## config.mk

```make
export PLATFORM = sky130hd
export DESIGN_NAME = watchdog_timer_unit
export DESIGN_NICKNAME = d
export VERILOG_FILES = /design/src/watchdog_pkg.sv /design/src/wd_ripple_counter.sv /design/src/watchdog_timer_unit.sv
export SDC_FILE = /design/constraint.sdc
export NUM_CORES = 1
export LEC_CHECK = 0
export ABC_AREA = 1
export BUFFER_PORTS_ARGS = -buffer_cell sky130_fd_sc_hd__buf_2
export CAP_MARGIN = 20
export CORE_ASPECT_RATIO = 0.9
export CORE_MARGIN = 1
export CORE_UTILIZATION = 55
export DETAILED_ROUTE_END_ITERATION = 10
export GPL_ROUTABILITY_DRIVEN = 0
export GPL_TIMING_DRIVEN = 1
export HOLD_SLACK_MARGIN = 0.02
export PLACE_DENSITY = 0.84
export REMOVE_ABC_BUFFERS = 1
export SYNTH_ARGS = -nofsm -noshare
export SYNTH_HDL_FRONTEND = slang
export SYNTH_SLANG_ARGS = --single-unit
```

## constraint.sdc

```tcl
create_clock -name sys_clk_in -period 2.04 [get_ports sys_clk_in]
set_input_delay 0.408 -clock sys_clk_in [delete_from_list [all_inputs] [get_ports sys_clk_in]]
set_output_delay 0.408 -clock sys_clk_in [all_outputs]
set_load 0.05 [all_outputs]
```

## src/watchdog_pkg.sv

```systemverilog
package watchdog_pkg;

  // register byte addresses on the bus
  localparam logic [11:0] addr_watchdog_control = 12'h000;
  localparam logic [11:0] addr_option_control = 12'h004;
  localparam logic [11:0] addr_watchdog_status = 12'h008;

  // reset values
  localparam logic [7:0] watchdog_control_rst = 8'h08;
  localparam logic [7:0] option_control_rst = 8'hff;

  // field positions
  localparam int soft_on_bit = 0;
  localparam int period_lo_bit = 1;
  localparam int assign_bit = 3;
  localparam int period_codes = 12;

  // stage widths
  localparam int main_width = 16;
  localparam int shared_width = 8;

  // slow oscillator rate and derived tick spacing at 100 MHz
  localparam int slow_osc_hz = 31000;
  localparam int sys_clk_hz = 100000000;
  localparam int tick_cycles = sys_clk_hz / slow_osc_hz;

  typedef enum logic [1:0] {
    wd_idle,
    wd_run,
    wd_hold
  } wd_state_t;

  // core events into the watchdog
  typedef struct packed {
    logic clear_instr;
    logic sleep_instr;
    logic osc_fail;
    logic wake;
    logic crystal_wake;
    logic startup_busy;
  } core_event_t;

  // status seen by the core
  typedef struct packed {
    logic timeout_flag;
    logic powerdown_flag;
    logic reset_req;
    logic wake_req;
  } core_status_t;

endpackage : watchdog_pkg

```

## src/wd_ripple_counter.sv

```systemverilog
`timescale 1ns/1ns
// free counter with synchronous clear, advanced on tick
module wd_ripple_counter
  import watchdog_pkg::*;
#(
  parameter int width = 8
)
(
  // clock and reset
  input wire logic sys_clk_in,
  input wire logic rst_in,
  // control
  input wire logic clear_in,
  input wire logic tick_in,
  // count
  output logic [width-1:0] count_out,
  output logic carry_out
);

  typedef struct packed {
    logic [width-1:0] count;
  } cnt_state_t;

  cnt_state_t st_r;
  cnt_state_t st_nxt;

  always_comb
  begin
    st_nxt = st_r;
    if (clear_in)
    begin
      st_nxt.count = '0;
    end
    else if (tick_in)
    begin
      st_nxt.count = st_r.count + 1'b1;
    end
  end

  always_ff @(posedge sys_clk_in)
  begin
    if (rst_in)
    begin
      st_r <= '0;
    end
    else
    begin
      st_r <= st_nxt;
    end
  end

  assign count_out = st_r.count;
  assign carry_out = tick_in && !clear_in && (&st_r.count);

endmodule : wd_ripple_counter

```

## src/watchdog_timer_unit.sv

```systemverilog
`timescale 1ns/1ns
// Behaviour
// watchdog counts on ticks of the 31 kHz slow internal oscillator
// own 16-bit prescaler, tap chosen by four-bit period select
// 8-bit prescaler shared with general timer, assignment bit decides
// combined settings span about 1 ms to 268 seconds
// control register resets to 0x08: ratio 1:512, software enable off
// start-up count holds watchdog cleared; counting resumes when enabled
// fuse enable set keeps watchdog running, software bit ignored
// fuse clear: software bit starts and stops the watchdog
// cleared by fuse off, clear instruction, osc fail, non-crystal wake
// crystal wake holds watchdog cleared until start-up count ends
// period code 0 is 1:32, doubling to 1:65536; 12-15 reserved
// period select resets to code 0100, ratio 1:512
// bit 0 is software enable, resets to zero
// control bits 7 to 5 read as zero
// slow oscillator running flag not set by watchdog use
// sleep with watchdog on clears it, clears powerdown, sets timeout
// timeout flag cleared on wake caused by watchdog timeout
// timeout reset is internal only, master reset pin untouched
// watchdog cleared on every wake from sleep
// overflow resets a running device or wakes a sleeping one
module watchdog_timer_unit
  import watchdog_pkg::*;
#(
  parameter int tick_div = tick_cycles
)
(
  // clock and reset
  input wire logic sys_clk_in,
  input wire logic rst_in,
  // apb slave
  input wire logic psel,
  input wire logic penable,
  input wire logic pwrite,
  input wire logic [11:0] paddr,
  input wire logic [31:0] pwdata,
  output logic [31:0] prdata,
  output logic pready,
  output logic pslverr,
  // configuration fuse
  input wire logic fuse_watchdog_on_in,
  // core events
  input wire core_event_t core_event_in,
  // core status and requests
  output core_status_t core_status_out,
  output logic slow_osc_running_flag_out,
  output logic master_reset_pin_drive_out
);

  typedef struct packed {
    wd_state_t state;
    logic [7:0] wdt_ctl;
    logic [7:0] opt_ctl;
    logic [15:0] div_cnt;
    logic [main_width-1:0] main_prev;
    logic [shared_width-1:0] shared_prev;
    logic timeout_flag;
    logic powerdown_flag;
    logic asleep;
    logic reset_req;
    logic wake_req;
    logic [31:0] rdata;
  } unit_state_t;

  unit_state_t st_r;
  unit_state_t st_nxt;

  logic tick;
  logic enabled;
  logic clear_cnt;
  logic [main_width-1:0] main_cnt;
  logic main_carry;
  logic [shared_width-1:0] shared_cnt;
  logic [3:0] period;
  logic tap_pulse;
  logic shared_used;
  logic [2:0] rate;
  logic overflow;
  logic [31:0] rd_mux;
  logic wr_ok;

  assign tick = (st_r.div_cnt == 16'(tick_div - 1));
  assign enabled = fuse_watchdog_on_in || st_r.wdt_ctl[soft_on_bit];
  assign period = st_r.wdt_ctl[period_lo_bit +: 4];
  assign shared_used = st_r.opt_ctl[assign_bit];
  assign rate = st_r.opt_ctl[2:0];

  // counter cleared by every documented cause
  assign clear_cnt = !enabled || core_event_in.clear_instr
    || core_event_in.osc_fail || core_event_in.wake
    || core_event_in.sleep_instr
    || st_r.state != wd_run;

  wd_ripple_counter #(.width(main_width)) u_main
  (
    .sys_clk_in(sys_clk_in),
    .rst_in(rst_in),
    .clear_in(clear_cnt),
    .tick_in(tick),
    .count_out(main_cnt),
    .carry_out(main_carry)
  );

  // tap of the 16-bit stage: code 0 divides by 32
  logic main_tap_rise;
  logic [4:0] tap_idx;
  assign tap_idx = 5'(period) + 5'd4;
  always_comb
  begin
    main_tap_rise = 1'b0;
    if (period < 4'(period_codes))
    begin
      main_tap_rise = st_r.main_prev[tap_idx[3:0]]
        && !main_cnt[tap_idx[3:0]];
      if (tap_idx[4])
      begin
        main_tap_rise = main_carry;
      end
    end
  end

  wd_ripple_counter #(.width(shared_width)) u_shared
  (
    .sys_clk_in(sys_clk_in),
    .rst_in(rst_in),
    .clear_in(clear_cnt || !shared_used),
    .tick_in(main_tap_rise && shared_used),
    .count_out(shared_cnt),
    .carry_out()
  );

  // shared stage taps: rate n divides by 2^n
  logic shared_tap_rise;
  always_comb
  begin
    shared_tap_rise = st_r.shared_prev[rate - 3'd1]
      && !shared_cnt[rate - 3'd1];
    if (rate == 3'd0)
    begin
      shared_tap_rise = main_tap_rise;
    end
  end

  assign tap_pulse = shared_used ? shared_tap_rise : main_tap_rise;
  assign overflow = tap_pulse && !clear_cnt;

  assign wr_ok = psel && penable && pwrite;

  always_comb
  begin
    rd_mux = 32'h0;
    unique case (paddr)
      addr_watchdog_control: rd_mux = {27'h0, st_r.wdt_ctl[4:0]};
      addr_option_control: rd_mux = {24'h0, st_r.opt_ctl};
      addr_watchdog_status: rd_mux = {29'h0, enabled,
        st_r.timeout_flag, st_r.powerdown_flag};
      default: rd_mux = 32'h0;
    endcase
  end

  always_comb
  begin
    st_nxt = st_r;
    st_nxt.reset_req = 1'b0;
    st_nxt.wake_req = 1'b0;
    st_nxt.div_cnt = tick ? 16'h0 : st_r.div_cnt + 16'h1;
    // edge history cleared with the stages so a clear is never a fall
    st_nxt.main_prev = clear_cnt ? '0 : main_cnt;
    st_nxt.shared_prev = (clear_cnt || !shared_used) ? '0 : shared_cnt;
    if (psel && !penable)
    begin
      st_nxt.rdata = rd_mux;
    end
    if (wr_ok && paddr == addr_watchdog_control)
    begin
      st_nxt.wdt_ctl = {3'b000, pwdata[4:0]};
    end
    if (wr_ok && paddr == addr_option_control)
    begin
      st_nxt.opt_ctl = pwdata[7:0];
    end
    unique case (st_r.state)
      wd_idle:
      begin
        if (core_event_in.startup_busy)
        begin
          st_nxt.state = wd_hold;
        end
        else if (enabled)
        begin
          st_nxt.state = wd_run;
        end
      end
      wd_run:
      begin
        if (!enabled)
        begin
          st_nxt.state = wd_idle;
        end
        else if (core_event_in.wake && core_event_in.crystal_wake)
        begin
          st_nxt.state = wd_hold;
        end
        else if (core_event_in.startup_busy)
        begin
          st_nxt.state = wd_hold;
        end
      end
      wd_hold:
      begin
        if (!core_event_in.startup_busy)
        begin
          st_nxt.state = enabled ? wd_run : wd_idle;
        end
      end
    endcase
    if (core_event_in.sleep_instr && enabled)
    begin
      st_nxt.asleep = 1'b1;
      st_nxt.powerdown_flag = 1'b0;
      st_nxt.timeout_flag = 1'b1;
    end
    if (core_event_in.wake)
    begin
      st_nxt.asleep = 1'b0;
    end
    if (overflow)
    begin
      if (st_r.asleep)
      begin
        st_nxt.wake_req = 1'b1;
        st_nxt.timeout_flag = 1'b0;
        st_nxt.asleep = 1'b0;
      end
      else
      begin
        st_nxt.reset_req = 1'b1;
        st_nxt.timeout_flag = 1'b0;
      end
    end
  end

  always_ff @(posedge sys_clk_in)
  begin
    if (rst_in)
    begin
      st_r <= '0;
      st_r.state <= wd_idle;
      st_r.wdt_ctl <= watchdog_control_rst;
      st_r.opt_ctl <= option_control_rst;
      st_r.timeout_flag <= 1'b1;
      st_r.powerdown_flag <= 1'b1;
    end
    else
    begin
      st_r <= st_nxt;
    end
  end

  assign prdata = st_r.rdata;
  assign pready = 1'b1;
  assign pslverr = 1'b0;
  assign core_status_out = '{timeout_flag: st_r.timeout_flag,
    powerdown_flag: st_r.powerdown_flag,
    reset_req: st_r.reset_req, wake_req: st_r.wake_req};
  assign slow_osc_running_flag_out = 1'b0;
  assign master_reset_pin_drive_out = 1'b0;

  a_ctl_upper_zero: assert property (@(posedge sys_clk_in)
    disable iff (rst_in) st_r.wdt_ctl[7:5] == 3'b000)
    else $error("control upper bits not zero");

  a_fuse_forces_on: assert property (@(posedge sys_clk_in)
    disable iff (rst_in) fuse_watchdog_on_in
    && !core_event_in.startup_busy |=> st_r.state != wd_idle)
    else $error("fuse did not enable watchdog");

  a_hold_clears: assert property (@(posedge sys_clk_in)
    disable iff (rst_in) st_r.state == wd_hold |-> ##1 main_cnt == '0)
    else $error("counter ran during start-up hold");

  a_clear_instr: assert property (@(posedge sys_clk_in)
    disable iff (rst_in) core_event_in.clear_instr |=> main_cnt == '0)
    else $error("clear instruction missed");

  a_clear_no_tap: assert property (@(posedge sys_clk_in)
    disable iff (rst_in) clear_cnt |=> !main_tap_rise)
    else $error("clear produced a false overflow");

  a_wake_clear: assert property (@(posedge sys_clk_in)
    disable iff (rst_in) core_event_in.wake |=> main_cnt == '0)
    else $error("wake did not clear watchdog");

  a_sleep_flags: assert property (@(posedge sys_clk_in)
    disable iff (rst_in) core_event_in.sleep_instr && enabled
    && !overflow |=> !st_r.powerdown_flag && st_r.timeout_flag)
    else $error("sleep flags wrong");

  a_reset_values: assert property (@(posedge sys_clk_in)
    $fell(rst_in) |-> st_r.wdt_ctl == watchdog_control_rst)
    else $error("control reset value wrong");

  a_overflow_req: assert property (@(posedge sys_clk_in)
    disable iff (rst_in) overflow |=> st_r.reset_req || st_r.wake_req)
    else $error("overflow gave no request");

  a_no_pin_drive: assert property (@(posedge sys_clk_in)
    disable iff (rst_in) st_r.reset_req |-> !master_reset_pin_drive_out)
    else $error("timeout drove reset pin");

endmodule : watchdog_timer_unit

```

### Yosys cells after proc, flatten, opt, wreduce, memory -nomap -nowiden

Index checks and enable logic that the tools add are counted.

| word-level totals | value |
|---|---|
| register bits | 116 |
| latch bits | 0 |
| memory bits (writable) | 0 |
| ROM bits | 0 |
| bits of input ports | 56 |
| output and inout port bits | 40 |
| logic and storage cells | 96 |
| memories kept | 0 |

| operators by class | value |
|---|---|
| add/sub/neg operators | 5 |
| $mul | 0 |
| div/mod/pow operators | 0 |
| order comparisons | 3 |
| equal/unequal tests | 9 |
| shift-type cells | 0 |
| muxes and demuxes | 28 |
| bitwise logic cells | 1 |
| reductions and logical operators | 36 |

Operators by type and width:

| kind | count |
|---|---|
| adder 16 x 1 -> 16 bit, second input constant | 2 |
| case mux 8 bit (3 select lines) | 1 |
| equality test 16 x 12 -> 1 bit, second input constant | 1 |
| AND reduction 16 bit | 1 |
| two-way mux 1 bit | 14 |
| logical AND 1 bit | 13 |
| equality test 12 x 3 -> 1 bit, second input constant | 1 |
| equality test 12 x 4 -> 1 bit, second input constant | 1 |
| logical NOT 12 bit | 1 |
| two-way mux 2 bit | 6 |
| adder 8 x 1 -> 8 bit, second input constant | 1 |
| binary-select mux 1 bit (select 4 bit) | 2 |
| OR reduction 2 bit | 4 |
| logical OR 1 bit | 7 |
| binary-select mux 1 bit (select 3 bit) | 2 |
| logical NOT 1 bit | 6 |
| two-way mux 3 bit | 2 |
| case mux 2 bit (3 select lines) | 1 |
| adder 4 x 3 -> 5 bit, second input constant | 1 |
| < comparator 4 x 5 -> 1 bit, second input constant | 1 |
| < comparator 3 x 4 -> 1 bit, second input constant | 1 |
| < comparator 4 bit, second input constant | 1 |
| inequality test 4 bit, second input constant | 1 |
| logical NOT 3 bit | 1 |
| 10 further kinds | 10 |

### Longest topological paths before layout

| depth | value |
|---|---|
| depth in word-level cells | 17 |
| gate-level depth with buffers | 14 |

### By module

From an unflattened synthesis, not the netlist that was laid out.

| unflattened totals | value |
|---|---|
| cells, all modules | 656 |
| area total of the unflattened synthesis | 4699.5 um^2 |

Modules (own cells, without submodules):

| module | times used | cells an instance | area each (um^2) | seq. area each (um^2) |
|---|---|---|---|---|
| watchdog_timer_unit | 1 | 488 | 3473.3 | 1361.3 |
| wd_ripple_counter at u_main | 1 | 118 | 850.8 | 320.3 |
| wd_ripple_counter at u_shared | 1 | 50 | 375.4 | 160.2 |

### Worst setup path after synthesis

Ideal clock, no wire load.

| timing path | value |
|---|---|
| path kind | reg2reg |
| start point | register st_r[61] (netlist name) |
| end point | register st_r[75] (netlist name) |
| data arrival time | 1456 ps |
| path slack | 505 ps |
| cell stages (with the launch flop) | 10 |
| path buffers | 0 |
| path through | dfxtp_1 ha_1 nand3_2 nor3_4 nand3_2 nor2_4 nand3_2 nor2_2 nand2_1 a211oi_2 |

| on the way | value |
|---|---|
| cells in the longest elaborated chain, start to end | 2 |

Ends and longest elaborated chain:

| element | RTL line | source |
|---|---|---|
| from (decl) | watchdog_timer_unit.sv:66 | `unit_state_t st_r;` |
| from (signal assigned) | watchdog_timer_unit.sv:257 | `st_r <= st_nxt;` |
| parallel branches: the longest is 2 deep, another holds adder 16 x 1 -> 16 bit | -- |  |

Several ways; the timed one is not identified.
A chain may end at the register's enable or synchronous reset.

### Worst setup path after layout

| timing path | value |
|---|---|
| start point | register st_r[94] (netlist name) |
| end point | register st_r[43] (netlist name) |

| on the way | value |
|---|---|
| cells in the longest elaborated chain, start to end | 4 |

Ends and longest elaborated chain:

| element | RTL line | source |
|---|---|---|
| inequality test 2 x 1 -> 1 bit | watchdog_timer_unit.sv:93 | `\|\| st_r.state != wd_run;` |
| logical OR 1 bit | watchdog_timer_unit.sv:93 |  |
| logical OR 1 bit | watchdog_timer_unit.sv:170 | `st_nxt.shared_prev = (clear_cnt \|\| !shared_used) ? '0 : shared_cnt;` |
| OR reduction 2 bit (no source line) | -- |  |

Every way passes these cells.

==> results.py <==
metrics = {
    "clocking": {
        "clockBufferDepth": 2,
        "cts_num_sinks": 92,
        "cts_setup_buffers": 0,
        "clockRootBuffer": "clkbuf_8",
        "clkLatencyLatePin_ns": 0.37,
        "clk_pin_slew_worst_paths_ns": 0.10,
        "cts_buffers": 9,
        "cts_tree": "yes",
        "ctsHtreeMaxLevel": 3,
    },
    "sta": {
        "skew_ns": 0.01582,
        "fin_crit_sh_pct": 92.59,
        "fmax_ghz": 0.5294,
        "hold_viol_final": 0,
        "setup_violations": 0,
        "setup_tns_ns": 0,
        "rsz0062_at_grt": "false",
        "finalCriticalPeriod_ns": 1.889,
        "maxSlewViolCount": 0,
    },
    "die": {
        "start_util_pct": 57.26,
        "io_pins": 96,
        "die_w_um": 98.84,
        "dieArea_um2": 8812,
        "die_h_um": 89.16,
        "core_um2": 8107,
        "rows": 31,
    },
    "yosys": {
        "ys_types": 45,
        "synth-edff-count": 0,
        "async_flop_share_pct": 0,
        "synth.area.top_cells": "dfxtp_1 40%, nand2_1 9.0%, buf_4 6.6%",
        "post-synth-top-count-cell": "nand2_1",
        "ys.flop_type": "dfxtp_1",
        "syn_area_um2": 4642,
        "avgSynthCellArea_um2": 7.368,
        "synthCells": 630,
        "synth-seq-area-share_pct": 39.68,
        "ys_seq_elements": 92,
        "yosys_warnings": 0,
        "yosysTopAreaCell": "dfxtp_1",
        "netlist_top_cells_count": "111 x nand2_1, 92 x dfxtp_1, 71 x nor2_1, 66 x inv_1, 60 x nand3_1",
        "synth_top_area_share_pct": 39.68,
    },
    "drt": {
        "drt-total-wl_um": 9644,
        "antenna_left": 0,
        "drc": 0,
        "num_vias": 4117,
        "routed_via_density": 5.340,
        "wire_per_inst_um": 12.51,
        "drt-pass1-iter-count": 4,
        "drt_iter0_drc": 230,
    },
    "setup_path": {
        "start_kind": "flip-flop",
        "arrival_ns": 2.19,
        "worst_setup_path_end_kind": "flip-flop",
        "crit_type": "flip-flop to flip-flop",
        "crit_fanout": 11,
        "cp.required_ns": 2.34,
    },
    "global_routing": {
        "grt_pass1_vias": 3527,
        "grt_max_degree": 19,
        "antenna_found_initial": 0,
        "track_usage_pct": 22.49,
        "grt_pass1_wl_um": 15730,
        "grt_overflow": 0,
    },
    "layout": {
        "drive_above_1_share_pct": 17.26,
        "antennaDiodeCount": 0,
        "nFillCells": 698,
        "syn2layout_area_growth_pct": 6.820,
        "nNetsFinal": 733,
    },
    "run": {
        "drv_cap": 0,
    },
    "power_and_ir_drop": {
        "p_per_area_nw_per_um2": 661.8,
        "ir_drop_mv": 0.4704,
        "total_power_mw": 3.282,
        "cellLeakagePower_nw": 2.019,
    },
    "place": {
        "io_buffers": 43,
        "hpwl_um": 7209,
    },
    "worst_hold_path": {
        "min-delay-path-class": "input port to flip-flop",
    },
    "status": {
        "status": "completed",
    },
}
==> metal layers <==
metal | track usage (%) | routed length [um] | part of all wire (%)
met2 | 38.21 | 4571 | 47
met5 | 0 | 0 | 0
met3 | 4.848 | 556 | 5.8
met1 | 29.14 | 4442 | 46
met4 | 6.649 | 74 | 0.77
==> where the power goes <==
group | internal (mW) | switching (mW) | total (mW)
Clock | 0.500 | 0.699 | 1.20
Sequential | 1.81 | 0.0112 | 1.82
Combinational | 0.0593 | 0.204 | 0.263
Total | 2.37 | 0.914 | 3.28
==> per-stage QoR <==
step	worst slack [ns]	area [um^2]	cells	hold slack, ns	utilization [%]
2_1_floorplan	0.4881	4397	609	0.4156	-
3_3_place_gp	0.2293	4766	755	0.4391	58.79
3_5_place_dp	0.1636	4766	755	0.4423	58.79
4_1_cts	0.1655	4957	771	0.2756	61.15
5_1_grt	0.01261	4959	771	0.2906	61.17
6_report	0.1511	4959	771	0.2815	61.17
==> worst max-delay path, stage by stage (launching register included) <==
cell and delay (ns):
dfxtp_1 0.33, inv_1 0.10, ha_1 0.16, inv_1 0.04, nor2_1 0.17, nand2_1 0.14
nor2_4 0.20, inv_2 0.16, nor2_4 0.19, inv_2 0.14, nor2_1 0.18
==> state kept, by name, summed over array words and instances, names as in the netlist <==
register,flops
st_r,48
period,4
rate,3
shared_used,1
prdata,8
u_shared.count_out,8
core_status_out,4
u_main.count_out,16
==> final timing paths <==
check / cells past startpoint / slack (ns) / startpoint / to
setup / recovery: 10 / 0.15 / st_r[94] / st_r[43]
hold / removal: 3 / 0.28 / pwdata[3] / period[2]
setup reg to reg: 10 / 0.15 / st_r[94] / st_r[43]
hold reg to reg: 2 / 0.47 / rate[1] / rate[1]
==> cell type report <==
cell class                 count  area (um^2)  area share, %
clock buffer                  10        137.6          2.776
clock inverter                 6        53.80          1.085
inverter                      87        334.1          6.737
multi-input combinational    430         2221          44.79
sequential                    92         1843          37.17
tap                           99        123.9          2.498
timing repair buffer          47        245.2          4.946
==> cell usage in the layout, fill, tap and decap left out, drive strengths merged, types with 7 or more instances in the layout <==
cell type,netlist,final
clkinv,6,7
xor2,8,8
inv,81,85
buf,46,47
nand3,66,66
dfxtp,92,92
conb,2,28
ha,10,10
o21ai,26,26
a21oi,37,37
clkbuf,1,10
nand2,116,116
nor3,15,15
nand4,19,19
nor2,81,81
==> timing repair <==
item                                    CTS  global route
resized for setup                         0             1
endpoints found under the setup margin    0             1
hold buffers                              0             0
==> logic make-up after synthesis <==
group	Yosys count	share of synthesized area (%)
other	2	0.1618
buffers and inverters	134	14.58
AND/OR/NAND/NOR	308	32.29
XOR/XNOR	10	1.887
flip-flops	92	39.68
AO/OA/AOI/OAI	74	8.707
adder cells (fa/ha/maj)	10	2.695
Power figures use the tool's default switching activity.
